$ cat src/pkg/eirq_pkg.sv
package eirq_pkg;
    // Register indices; byte address is four times the index.
    localparam logic [15:0] IDX_P2_DATA  = 16'hfe48;
    localparam logic [15:0] IDX_P2_DIR   = 16'hfe49;
    localparam logic [15:0] IDX_SEL_CTRL = 16'hfe4a;
    localparam logic [15:0] IDX_ROUTING  = 16'hfe4b;
    localparam logic [15:0] IDX_FIXED    = 16'hfe4e;
    localparam logic [31:0] ADDR_P2_DATA  = {14'h0000, IDX_P2_DATA, 2'h0};
    localparam logic [31:0] ADDR_P2_DIR   = {14'h0000, IDX_P2_DIR, 2'h0};
    localparam logic [31:0] ADDR_SEL_CTRL = {14'h0000, IDX_SEL_CTRL, 2'h0};
    localparam logic [31:0] ADDR_ROUTING  = {14'h0000, IDX_ROUTING, 2'h0};
    localparam logic [31:0] ADDR_FIXED    = {14'h0000, IDX_FIXED, 2'h0};
    localparam logic [7:0]  REG_RESET     = 8'h00;

    // Control register layout, shared by the selectable and the fixed pair.
    localparam int B_LO_EN   = 0;
    localparam int B_LO_FLAG = 1;
    localparam int B_LO_FALL = 2;
    localparam int B_LO_RISE = 3;
    localparam int B_HI_EN   = 4;
    localparam int B_HI_FLAG = 5;
    localparam int B_HI_FALL = 6;
    localparam int B_HI_RISE = 7;

    // Routing register layout.
    localparam int R_LO_FUNC = 0;
    localparam int R_LO_PIN  = 2;
    localparam int R_HI_FUNC = 4;
    localparam int R_HI_PIN  = 6;

    // Pin positions on the port-two input vector.
    localparam logic       HI_PIN_BASE  = 1'b1;
    localparam int         PIN_SIXTH    = 0;
    localparam int         PIN_SEVENTH  = 4;

    // Extra function codes of a selectable interrupt.
    localparam logic [1:0] FUNC_NONE   = 2'h0;
    localparam logic [1:0] FUNC_COUNT  = 2'h1;
    localparam logic [1:0] FUNC_CAP_LO = 2'h2;
    localparam logic [1:0] FUNC_CAP_HI = 2'h3;

    // Interrupt vectors of the four requests.
    localparam logic [15:0] VEC_LOW_SEL  = 16'h0013;
    localparam logic [15:0] VEC_HIGH_SEL = 16'h001b;
    localparam logic [15:0] VEC_SIXTH    = 16'h0023;
    localparam logic [15:0] VEC_SEVENTH  = 16'h002b;

    // Free-running count period in instruction cycles.
    localparam int TCYC_PER_COUNT = 2;

    localparam logic [1:0] RESP_OKAY   = 2'h0;
    localparam logic [1:0] RESP_SLVERR = 2'h2;

    typedef enum logic [1:0] {
        LP_RUN  = 2'b00,
        LP_HALT = 2'b01,
        LP_HOLD = 2'b10
    } eirq_lp_t;
endpackage

$ cat src/rtl/eirq_router.sv
// Operation
// - High interrupt function bits pick timer role.
// - Low interrupt pin from four port-two pins.
// - Low interrupt function bits pick timer role.
// - Configured edge raises the selected timer pulse.
// - Port-seven capture ignored when selectable drives it.
// - Both selectable events same cycle count once.
// - Event count if selected, else every 2 Tcyc.
// - Seventh interrupt edge mode on fifth pin.
// - Seventh edge makes high-half secondary capture.
// - Seventh flag sets, cleared only by software.
// - Seventh request while flag and enable set.
// - Sixth interrupt edge mode on first pin.
// - Sixth edge makes low-half secondary capture.
// - Sixth flag sets, cleared only by software.
// - Sixth request while flag and enable set.
// - Port-two pins frozen during halt or hold.
// - High interrupt pin from four candidates.
// - Selectable edge modes and sticky flags.
// - Selectable flag and enable request and release.
// - In hold, no selectable edge toward entry level.
`timescale 1ns/1ps
module eirq_router #(
    parameter int CLKS_PER_TCYC = 3
) (
    input  wire logic        aclk,
    input  wire logic        aresetn,
    input  wire logic [31:0] s_axi_awaddr,
    input  wire logic [2:0]  s_axi_awprot,
    input  wire logic        s_axi_awvalid,
    output logic             s_axi_awready,
    input  wire logic [31:0] s_axi_wdata,
    input  wire logic [3:0]  s_axi_wstrb,
    input  wire logic        s_axi_wvalid,
    output logic             s_axi_wready,
    output logic [1:0]       s_axi_bresp,
    output logic             s_axi_bvalid,
    input  wire logic        s_axi_bready,
    input  wire logic [31:0] s_axi_araddr,
    input  wire logic [2:0]  s_axi_arprot,
    input  wire logic        s_axi_arvalid,
    output logic             s_axi_arready,
    output logic [31:0]      s_axi_rdata,
    output logic [1:0]       s_axi_rresp,
    output logic             s_axi_rvalid,
    input  wire logic        s_axi_rready,
    input  wire logic [7:0]  port_two_in,
    output logic [7:0]       port_two_out,
    output logic [7:0]       port_two_oe_n,
    input  wire logic        halt_mode,
    input  wire logic        hold_mode,
    input  wire logic        port_seven_cap_lo,
    input  wire logic        port_seven_cap_hi,
    output logic             irq_req_low_sel,
    output logic             irq_req_high_sel,
    output logic             irq_req_sixth,
    output logic             irq_req_seventh,
    output logic             hold_release,
    output logic             second_timer_low_count,
    output logic             second_timer_low_event_mode,
    output logic             first_timer_low_capture,
    output logic             first_timer_high_capture,
    output logic             first_timer_low_capture1,
    output logic             first_timer_high_capture1
);
    localparam int DIV_CLKS = eirq_pkg::TCYC_PER_COUNT * CLKS_PER_TCYC;
    localparam int DIV_W    = $clog2(DIV_CLKS + 1);
    localparam logic [DIV_W-1:0] DIV_LAST = DIV_W'(DIV_CLKS - 1);
    localparam logic [DIV_W-1:0] DIV_ZERO = '0;

    // The divider must have at least one clock per instruction cycle.
    if (CLKS_PER_TCYC < 1) begin : g_bad_tcyc
        $error("CLKS_PER_TCYC must be at least 1");
    end

    typedef struct packed {
        logic [7:0]         sel_ctrl;
        logic [7:0]         routing;
        logic [7:0]         fixed_ctrl;
        logic [7:0]         p2_data;
        logic [7:0]         p2_dir;
        logic [7:0]         p2_out;
        logic [7:0]         p2_oe_n;
        logic [7:0]         pin_cur;
        logic [7:0]         pin_prv;
        eirq_pkg::eirq_lp_t lp;
        logic [1:0]         entry_lvl;
        logic [DIV_W-1:0]   div;
        logic               cnt_pulse;
        logic               cap_lo;
        logic               cap_hi;
        logic               cap1_lo;
        logic               cap1_hi;
        logic               aw_have;
        logic [31:0]        awaddr;
        logic               w_have;
        logic [7:0]         wdata;
        logic               wstrb0;
        logic               bvalid;
        logic [1:0]         bresp;
        logic               rvalid;
        logic [7:0]         rdata;
        logic [1:0]         rresp;
    } eirq_state_t;

    eirq_state_t s;
    eirq_state_t next_s;

    logic [3:0] lvl_now;
    logic [3:0] lvl_prv;
    logic [3:0] rise_en;
    logic [3:0] fall_en;
    logic [3:0] blk_rise;
    logic [3:0] blk_fall;
    logic [3:0] ev;
    logic [2:0] lo_pin;
    logic [2:0] hi_pin;
    logic [1:0] lo_func;
    logic [1:0] hi_func;
    logic       in_hold;

    // Pin choice for the selectable pair.
    assign lo_pin  = {1'b0, s.routing[eirq_pkg::R_LO_PIN +: 2]};
    assign hi_pin  = {eirq_pkg::HI_PIN_BASE, s.routing[eirq_pkg::R_HI_PIN +: 2]};
    assign lo_func = s.routing[eirq_pkg::R_LO_FUNC +: 2];
    assign hi_func = s.routing[eirq_pkg::R_HI_FUNC +: 2];
    assign in_hold = (s.lp == eirq_pkg::LP_HOLD);

    // Sources 0..3 are low selectable, high selectable, sixth and seventh.
    assign lvl_now = {s.pin_cur[eirq_pkg::PIN_SEVENTH], s.pin_cur[eirq_pkg::PIN_SIXTH],
                      s.pin_cur[hi_pin], s.pin_cur[lo_pin]};
    assign lvl_prv = {s.pin_prv[eirq_pkg::PIN_SEVENTH], s.pin_prv[eirq_pkg::PIN_SIXTH],
                      s.pin_prv[hi_pin], s.pin_prv[lo_pin]};
    assign rise_en = {s.fixed_ctrl[eirq_pkg::B_HI_RISE], s.fixed_ctrl[eirq_pkg::B_LO_RISE],
                      s.sel_ctrl[eirq_pkg::B_HI_RISE], s.sel_ctrl[eirq_pkg::B_LO_RISE]};
    assign fall_en = {s.fixed_ctrl[eirq_pkg::B_HI_FALL], s.fixed_ctrl[eirq_pkg::B_LO_FALL],
                      s.sel_ctrl[eirq_pkg::B_HI_FALL], s.sel_ctrl[eirq_pkg::B_LO_FALL]};

    // In hold, a selectable-pair edge toward the level held at entry cannot set a flag.
    assign blk_rise = {2'b00, in_hold & s.entry_lvl[1], in_hold & s.entry_lvl[0]};
    assign blk_fall = {2'b00, in_hold & ~s.entry_lvl[1], in_hold & ~s.entry_lvl[0]};

    // One edge detector per source, comparing two successive samples.
    for (genvar i = 0; i < 4; i++) begin : g_edge
        assign ev[i] = (rise_en[i] & ~blk_rise[i] & lvl_now[i] & ~lvl_prv[i]) |
                       (fall_en[i] & ~blk_fall[i] & ~lvl_now[i] & lvl_prv[i]);
    end

    // Register flags merge a detected edge with a software write; the edge wins.
    function automatic logic [7:0] merge_ctrl(input logic [7:0] cur, input logic wr,
                                              input logic [7:0] wd, input logic ev_lo,
                                              input logic ev_hi);
        logic [7:0] v;
        v = wr ? wd : cur;
        v[eirq_pkg::B_LO_FLAG] = v[eirq_pkg::B_LO_FLAG] | ev_lo;
        v[eirq_pkg::B_HI_FLAG] = v[eirq_pkg::B_HI_FLAG] | ev_hi;
        return v;
    endfunction

    // Next-state logic for the whole block.
    always_comb begin
        logic       wr_fire;
        logic       wr_ok;
        logic       use_count;
        logic       own_cap_lo;
        logic       own_cap_hi;
        logic [7:0] rd;
        logic       rd_ok;
        wr_fire    = s.aw_have & s.w_have & ~s.bvalid;
        wr_ok      = 1'b0;
        rd         = eirq_pkg::REG_RESET;
        rd_ok      = 1'b1;
        use_count  = (lo_func == eirq_pkg::FUNC_COUNT) | (hi_func == eirq_pkg::FUNC_COUNT);
        own_cap_lo = (lo_func == eirq_pkg::FUNC_CAP_LO) | (hi_func == eirq_pkg::FUNC_CAP_LO);
        own_cap_hi = (lo_func == eirq_pkg::FUNC_CAP_HI) | (hi_func == eirq_pkg::FUNC_CAP_HI);
        next_s     = s;

        next_s.pin_cur = port_two_in;
        next_s.pin_prv = s.pin_cur;

        // Write channel: address and data are taken in either order.
        if (s_axi_awvalid && s_axi_awready) begin
            next_s.aw_have = 1'b1;
            next_s.awaddr  = s_axi_awaddr;
        end
        if (s_axi_wvalid && s_axi_wready) begin
            next_s.w_have = 1'b1;
            next_s.wdata  = s_axi_wdata[7:0];
            next_s.wstrb0 = s_axi_wstrb[0];
        end
        if (wr_fire) begin
            next_s.aw_have = 1'b0;
            next_s.w_have  = 1'b0;
            next_s.bvalid  = 1'b1;
            wr_ok = (s.awaddr == eirq_pkg::ADDR_P2_DATA) | (s.awaddr == eirq_pkg::ADDR_P2_DIR) |
                    (s.awaddr == eirq_pkg::ADDR_SEL_CTRL) | (s.awaddr == eirq_pkg::ADDR_ROUTING) |
                    (s.awaddr == eirq_pkg::ADDR_FIXED);
            next_s.bresp = wr_ok ? eirq_pkg::RESP_OKAY : eirq_pkg::RESP_SLVERR;
            if (s.wstrb0 && s.awaddr == eirq_pkg::ADDR_ROUTING) begin
                next_s.routing = s.wdata;
            end
            if (s.wstrb0 && s.awaddr == eirq_pkg::ADDR_P2_DATA) begin
                next_s.p2_data = s.wdata;
            end
            if (s.wstrb0 && s.awaddr == eirq_pkg::ADDR_P2_DIR) begin
                next_s.p2_dir = s.wdata;
            end
        end else if (s.bvalid && s_axi_bready) begin
            next_s.bvalid = 1'b0;
        end
        next_s.sel_ctrl = merge_ctrl(s.sel_ctrl, wr_fire & s.wstrb0 &
                                     (s.awaddr == eirq_pkg::ADDR_SEL_CTRL),
                                     s.wdata, ev[0], ev[1]);
        next_s.fixed_ctrl = merge_ctrl(s.fixed_ctrl, wr_fire & s.wstrb0 &
                                       (s.awaddr == eirq_pkg::ADDR_FIXED),
                                       s.wdata, ev[2], ev[3]);

        // Read channel: decoded on the address handshake, answered next cycle.
        case (s_axi_araddr)
            eirq_pkg::ADDR_P2_DATA:  rd = s.pin_cur;
            eirq_pkg::ADDR_P2_DIR:   rd = s.p2_dir;
            eirq_pkg::ADDR_SEL_CTRL: rd = s.sel_ctrl;
            eirq_pkg::ADDR_ROUTING:  rd = s.routing;
            eirq_pkg::ADDR_FIXED:    rd = s.fixed_ctrl;
            default:                 rd_ok = 1'b0;
        endcase
        if (s_axi_arvalid && s_axi_arready) begin
            next_s.rvalid = 1'b1;
            next_s.rdata  = rd;
            next_s.rresp  = rd_ok ? eirq_pkg::RESP_OKAY : eirq_pkg::RESP_SLVERR;
        end else if (s.rvalid && s_axi_rready) begin
            next_s.rvalid = 1'b0;
        end

        // Low-power tracking; entry levels are caught on the way into hold.
        next_s.lp = hold_mode ? eirq_pkg::LP_HOLD : (halt_mode ? eirq_pkg::LP_HALT : eirq_pkg::LP_RUN);
        case (s.lp)
            eirq_pkg::LP_RUN, eirq_pkg::LP_HALT: begin
                if (hold_mode) begin
                    next_s.entry_lvl = lvl_now[1:0];
                end
            end
            eirq_pkg::LP_HOLD: begin
                next_s.entry_lvl = s.entry_lvl;
            end
            default: begin
                next_s.lp = eirq_pkg::LP_RUN;
            end
        endcase

        // Port-two drive follows its registers only outside halt and hold.
        if (next_s.lp == eirq_pkg::LP_RUN && s.lp == eirq_pkg::LP_RUN) begin
            next_s.p2_out  = s.p2_data;
            next_s.p2_oe_n = ~s.p2_dir;
        end

        // Timer pulses; OR-ing the two sources merges a coincident pair into one.
        if (use_count) begin
            next_s.div       = DIV_ZERO;
            next_s.cnt_pulse = (ev[0] & (lo_func == eirq_pkg::FUNC_COUNT)) |
                               (ev[1] & (hi_func == eirq_pkg::FUNC_COUNT));
        end else begin
            next_s.div       = (s.div == DIV_LAST) ? DIV_ZERO : s.div + 1'b1;
            next_s.cnt_pulse = (s.div == DIV_LAST);
        end
        next_s.cap_lo = (ev[0] & (lo_func == eirq_pkg::FUNC_CAP_LO)) |
                        (ev[1] & (hi_func == eirq_pkg::FUNC_CAP_LO)) |
                        (port_seven_cap_lo & ~own_cap_lo);
        next_s.cap_hi = (ev[0] & (lo_func == eirq_pkg::FUNC_CAP_HI)) |
                        (ev[1] & (hi_func == eirq_pkg::FUNC_CAP_HI)) |
                        (port_seven_cap_hi & ~own_cap_hi);
        next_s.cap1_lo = ev[2];
        next_s.cap1_hi = ev[3];
    end

    // Single state register of the block.
    always_ff @(posedge aclk) begin
        if (!aresetn) begin
            s            <= '0;
            s.sel_ctrl   <= eirq_pkg::REG_RESET;
            s.routing    <= eirq_pkg::REG_RESET;
            s.fixed_ctrl <= eirq_pkg::REG_RESET;
            s.p2_oe_n    <= 8'hff;
            s.lp         <= eirq_pkg::LP_RUN;
        end else begin
            s <= next_s;
        end
    end

    // Bus handshakes; one write and one read are held at a time.
    assign s_axi_awready = ~s.aw_have & ~s.bvalid;
    assign s_axi_wready  = ~s.w_have & ~s.bvalid;
    assign s_axi_bvalid  = s.bvalid;
    assign s_axi_bresp   = s.bresp;
    assign s_axi_arready = ~s.rvalid;
    assign s_axi_rvalid  = s.rvalid;
    assign s_axi_rdata   = {24'h000000, s.rdata};
    assign s_axi_rresp   = s.rresp;

    // Requests are levels decoded from the registered flags and enables.
    assign irq_req_low_sel  = s.sel_ctrl[eirq_pkg::B_LO_FLAG] & s.sel_ctrl[eirq_pkg::B_LO_EN];
    assign irq_req_high_sel = s.sel_ctrl[eirq_pkg::B_HI_FLAG] & s.sel_ctrl[eirq_pkg::B_HI_EN];
    assign irq_req_sixth    = s.fixed_ctrl[eirq_pkg::B_LO_FLAG] & s.fixed_ctrl[eirq_pkg::B_LO_EN];
    assign irq_req_seventh  = s.fixed_ctrl[eirq_pkg::B_HI_FLAG] & s.fixed_ctrl[eirq_pkg::B_HI_EN];
    assign hold_release     = irq_req_low_sel | irq_req_high_sel;

    assign port_two_out  = s.p2_out;
    assign port_two_oe_n = s.p2_oe_n;
    assign second_timer_low_count      = s.cnt_pulse;
    assign second_timer_low_event_mode = (lo_func == eirq_pkg::FUNC_COUNT) | (hi_func == eirq_pkg::FUNC_COUNT);
    assign first_timer_low_capture     = s.cap_lo;
    assign first_timer_high_capture    = s.cap_hi;
    assign first_timer_low_capture1    = s.cap1_lo;
    assign first_timer_high_capture1   = s.cap1_hi;
endmodule

$ cat config.mk
export PLATFORM = sky130hd
export DESIGN_NAME = eirq_router
export DESIGN_NICKNAME = d
export VERILOG_FILES = /design/src/pkg/eirq_pkg.sv /design/src/rtl/eirq_router.sv
export SDC_FILE = /design/constraint.sdc
export NUM_CORES = 1
export LEC_CHECK = 0
export BUFFER_PORTS_ARGS = -buffer_cell sky130_fd_sc_hd__buf_2
export CAP_MARGIN = 15
export CORE_MARGIN = 10
export CORE_UTILIZATION = 44
export CTS_CLUSTER_DIAMETER = 40
export DETAILED_ROUTE_END_ITERATION = 7
export GPL_ROUTABILITY_DRIVEN = 0
export PLACE_DENSITY_LB_ADDON = 0.1
export SLEW_MARGIN = 20
export SYNTH_ARGS = -nofsm -noshare
export SYNTH_HDL_FRONTEND = slang
export SYNTH_SLANG_ARGS = --single-unit
$ cat constraint.sdc
create_clock -name aclk -period 2.1 [get_ports aclk]
set_input_delay 0.315 -clock aclk [delete_from_list [all_inputs] [get_ports aclk]]
set_output_delay 0.315 -clock aclk [all_outputs]
set_load 0.01 [all_outputs]
==> impl_metrics.py <==
metrics = {
    "timing": {
        "max_freq_mhz": 458,
        "worst_slack_ns": -0.0814,
        "finClkSkew_ns": 0.00842,
        "final_max_slew_viol_count": 0,
        "worst_slew_pin_slew_ns": 0.585,
        "finalSetupViolCount": 6,
        "fin_crit_sh_pct": 104,
        "holdWs_ns": 0.102,
        "timing_hold_violations_final": 0,
        "fin_crit_ns": 2.18,
        "tns_ns": -0.372,
        "rsz0062_at_grt": "true",
        "relSlewSlack_pct": 60.6,
    },
    "outcome": {
        "violations": "setup timing",
        "status": "finished, violations left",
    },
    "final_layout": {
        "final_common_cell": "dfxtp_1",
        "stdcell_count": 984,
        "design_area_mm2": 0.00776,
        "area_delta_synth_final_pct": 24.0,
        "multi_input_area_mm2": 0.00306,
        "drive_gt1_share_pct": 28.1,
        "nets": 918,
        "utilization_pct": 55.9,
        "n_antenna_cell": 0,
        "regArea_mm2": 0.00278,
        "num-fill-cells": 1263,
        "final_cell_mix": "dfxtp_1 (138), nand2_1 (133), buf_2 (133), a21boi_0 (52), nor2b_1 (41)",
    },
    "drt": {
        "drc_errors": 0,
        "first_iter_violations": 273,
        "avgRoutedWirePerCell_um": 15.7,
        "totalWireLength_mm": 15.5,
        "first_pass_iters": 4,
        "vias": 4849,
        "ant_nets": 0,
        "viasPerCell": 4.93,
    },
    "placed_design": {
        "dp_hpwl_mm": 11.9,
        "placed_cells": 951,
        "placed_area_mm2": 0.00699,
        "portBuffers": 133,
        "dpl_worst_slack_ns": -0.179,
    },
    "floorplan": {
        "core.rowCount": 43,
        "die_w_um": 139,
        "core_mm2": 0.0139,
        "pin_count": 193,
        "die_area_mm2": 0.0194,
        "initial_core_util_pct": 45.1,
        "fp.dieH_um": 139,
    },
    "yosys": {
        "synthDistinctLibCells": 55,
        "synthCells": 673,
        "yosys-top-cells-area": "dfxtp_1 (44%), nand2_1 (8.0%), mux2i_1 (6.7%)",
        "syn_area_per_cell_um2": 9.30,
        "yosysTopAreaCell": "dfxtp_1",
        "yosys_warnings": 0,
        "seq_area_frac_synth_pct": 44.5,
        "async_flop_share_pct": 0,
        "synth_edf_count": 0,
        "synth_top_flop_cell": "dfxtp_1",
        "synth_top_area_share_pct": 44.5,
        "ys_ff_latch": 139,
        "netlist_area_mm2": 0.00626,
    },
    "global_routing": {
        "grt_pass1_wl_mm": 24.7,
        "grt_pass1_vias": 4848,
        "grt_max_degree": 40,
        "grt.overflow.total": 0,
        "antenna_found_initial": 0,
        "grt_usage_pct": 15.7,
    },
    "hold_path": {
        "whs_path_depth": 2,
        "hp-class": "primary input to flop",
    },
    "setup_path": {
        "reg2reg_depth": 6,
        "crit_type": "flop to flop",
        "cp_max_fo": 10,
        "cp.arrival_ns": 2.48,
        "setup.worst_path.start_class": "flop",
        "r2r_slack_ns": -0.08,
        "worstPathRequired_ns": 2.40,
        "worst_setup_path_end_kind": "flop",
    },
    "power": {
        "p_leak_nw": 3.46,
        "peakVddDrop_mv": 0.531,
        "p_per_area_mw_per_mm2": 893,
        "power_mw": 6.93,
    },
    "cts": {
        "numCtsBuffers": 17,
        "htreeDepth": 4,
        "cts_tree": "built",
        "cts.sinks": 139,
        "clock_latency_ns": 0.42,
        "cts_max_path_buffers": 2,
        "path_clk_slew_ns": 0.05,
        "root_buffer": "clkbuf_16",
    },
    "job": {
        "cap_violations": 0,
    },
}
-- layer usage --
layer,global-route usage [%],share of wire (%)
met5,0,0
met4,6.59,1.3
met3,4.22,4.9
met2,24.9,47
met1,19.7,47
-- worst paths after layout --
kind,to,start
max,s[121],s[31]
max reg2reg,s[121],s[31]
min reg2reg,s[62],s[62]
min,next_s[70],port_two_in[1]
-- final cells by class --
cell class                 instances  share of cell area [%]
clock buffer                      20                    5.76
clock inverter                    12                    3.43
inverter                           7                   0.339
multi-input combinational        468                    39.5
sequential                       139                    35.9
tap                              180                    2.90
timing repair buffer             158                    12.2
-- repair_timing --
item	CTS	global route
setup endpoints to repair	29	22
hold endpoints to repair	0	0
pin swaps	1	3
hold buffers	0	0
resized for setup	0	11
setup buffers	1	0
cloned	0	0
-- kinds of logic after synthesis --
group	share of synthesized area [%]
simple gates	23.0
flops	44.5
buf+inv	8.88
other cells	0.0599
fa+ha+maj	0.400
compound gates	12.8
xor+xnor	0.140
mux	10.3
-- report_power, final --
group          total [mW]  internal, mW  leakage, nW  switching (mW)
Sequential           2.83          2.75         1.14          0.0838
Clock                3.59          2.49        0.344            1.09
Combinational       0.514         0.237         1.98           0.277
Total                6.93          5.48         3.46            1.45
-- registers in the layout (all words and copies together), names as in the netlist, 2 cells and up --
| register | flops |
|---|---|
| rise_en | 4 |
| s_axi_rdata | 8 |
| next_s | 6 |
| lvl_prv | 2 |
| port_two_oe_n | 8 |
| s | 80 |
| hi_pin | 2 |
| fall_en | 4 |
| lo_pin | 2 |
| lo_func | 2 |
| port_two_out | 8 |
| hi_func | 2 |
| lvl_now | 2 |
-- cell usage after synthesis, types with 2 or more instances --
cell      instances
nor4_4            2
inv_1             7
mux4_2            5
a32oi_1           2
clkbuf_1         29
nand2_1         133
nand4_2           4
nand2b_1          8
o21a_1            4
dfxtp_1         139
and3_1            5
nor3_1            3
ha_1              2
a31oi_1          11
o211ai_1         10
nand3b_1          2
or4b_4            2
nand3_1           2
o22a_1            2
o311a_2           2
nor2b_1          41
o21ai_0          16
or4_1             3
nand4_1           4
a21boi_0         54
nor2_1           13
a22oi_1           2
or2_2             3
buf_4            52
nor4_1            6
and2_1           25
a21oi_1           3
mux2i_1          42
mux2_2           10
o22ai_1           5
-- worst max-delay path, stage by stage, from the launching register on --
cell	delay, ns
dfxtp_1	0.31
or4b_4	0.53
or4_4	0.56
nor4_4	0.22
buf_12	0.19
mux2i_1	0.20
nor2b_1	0.06
Power figures use the tool's default switching activity.
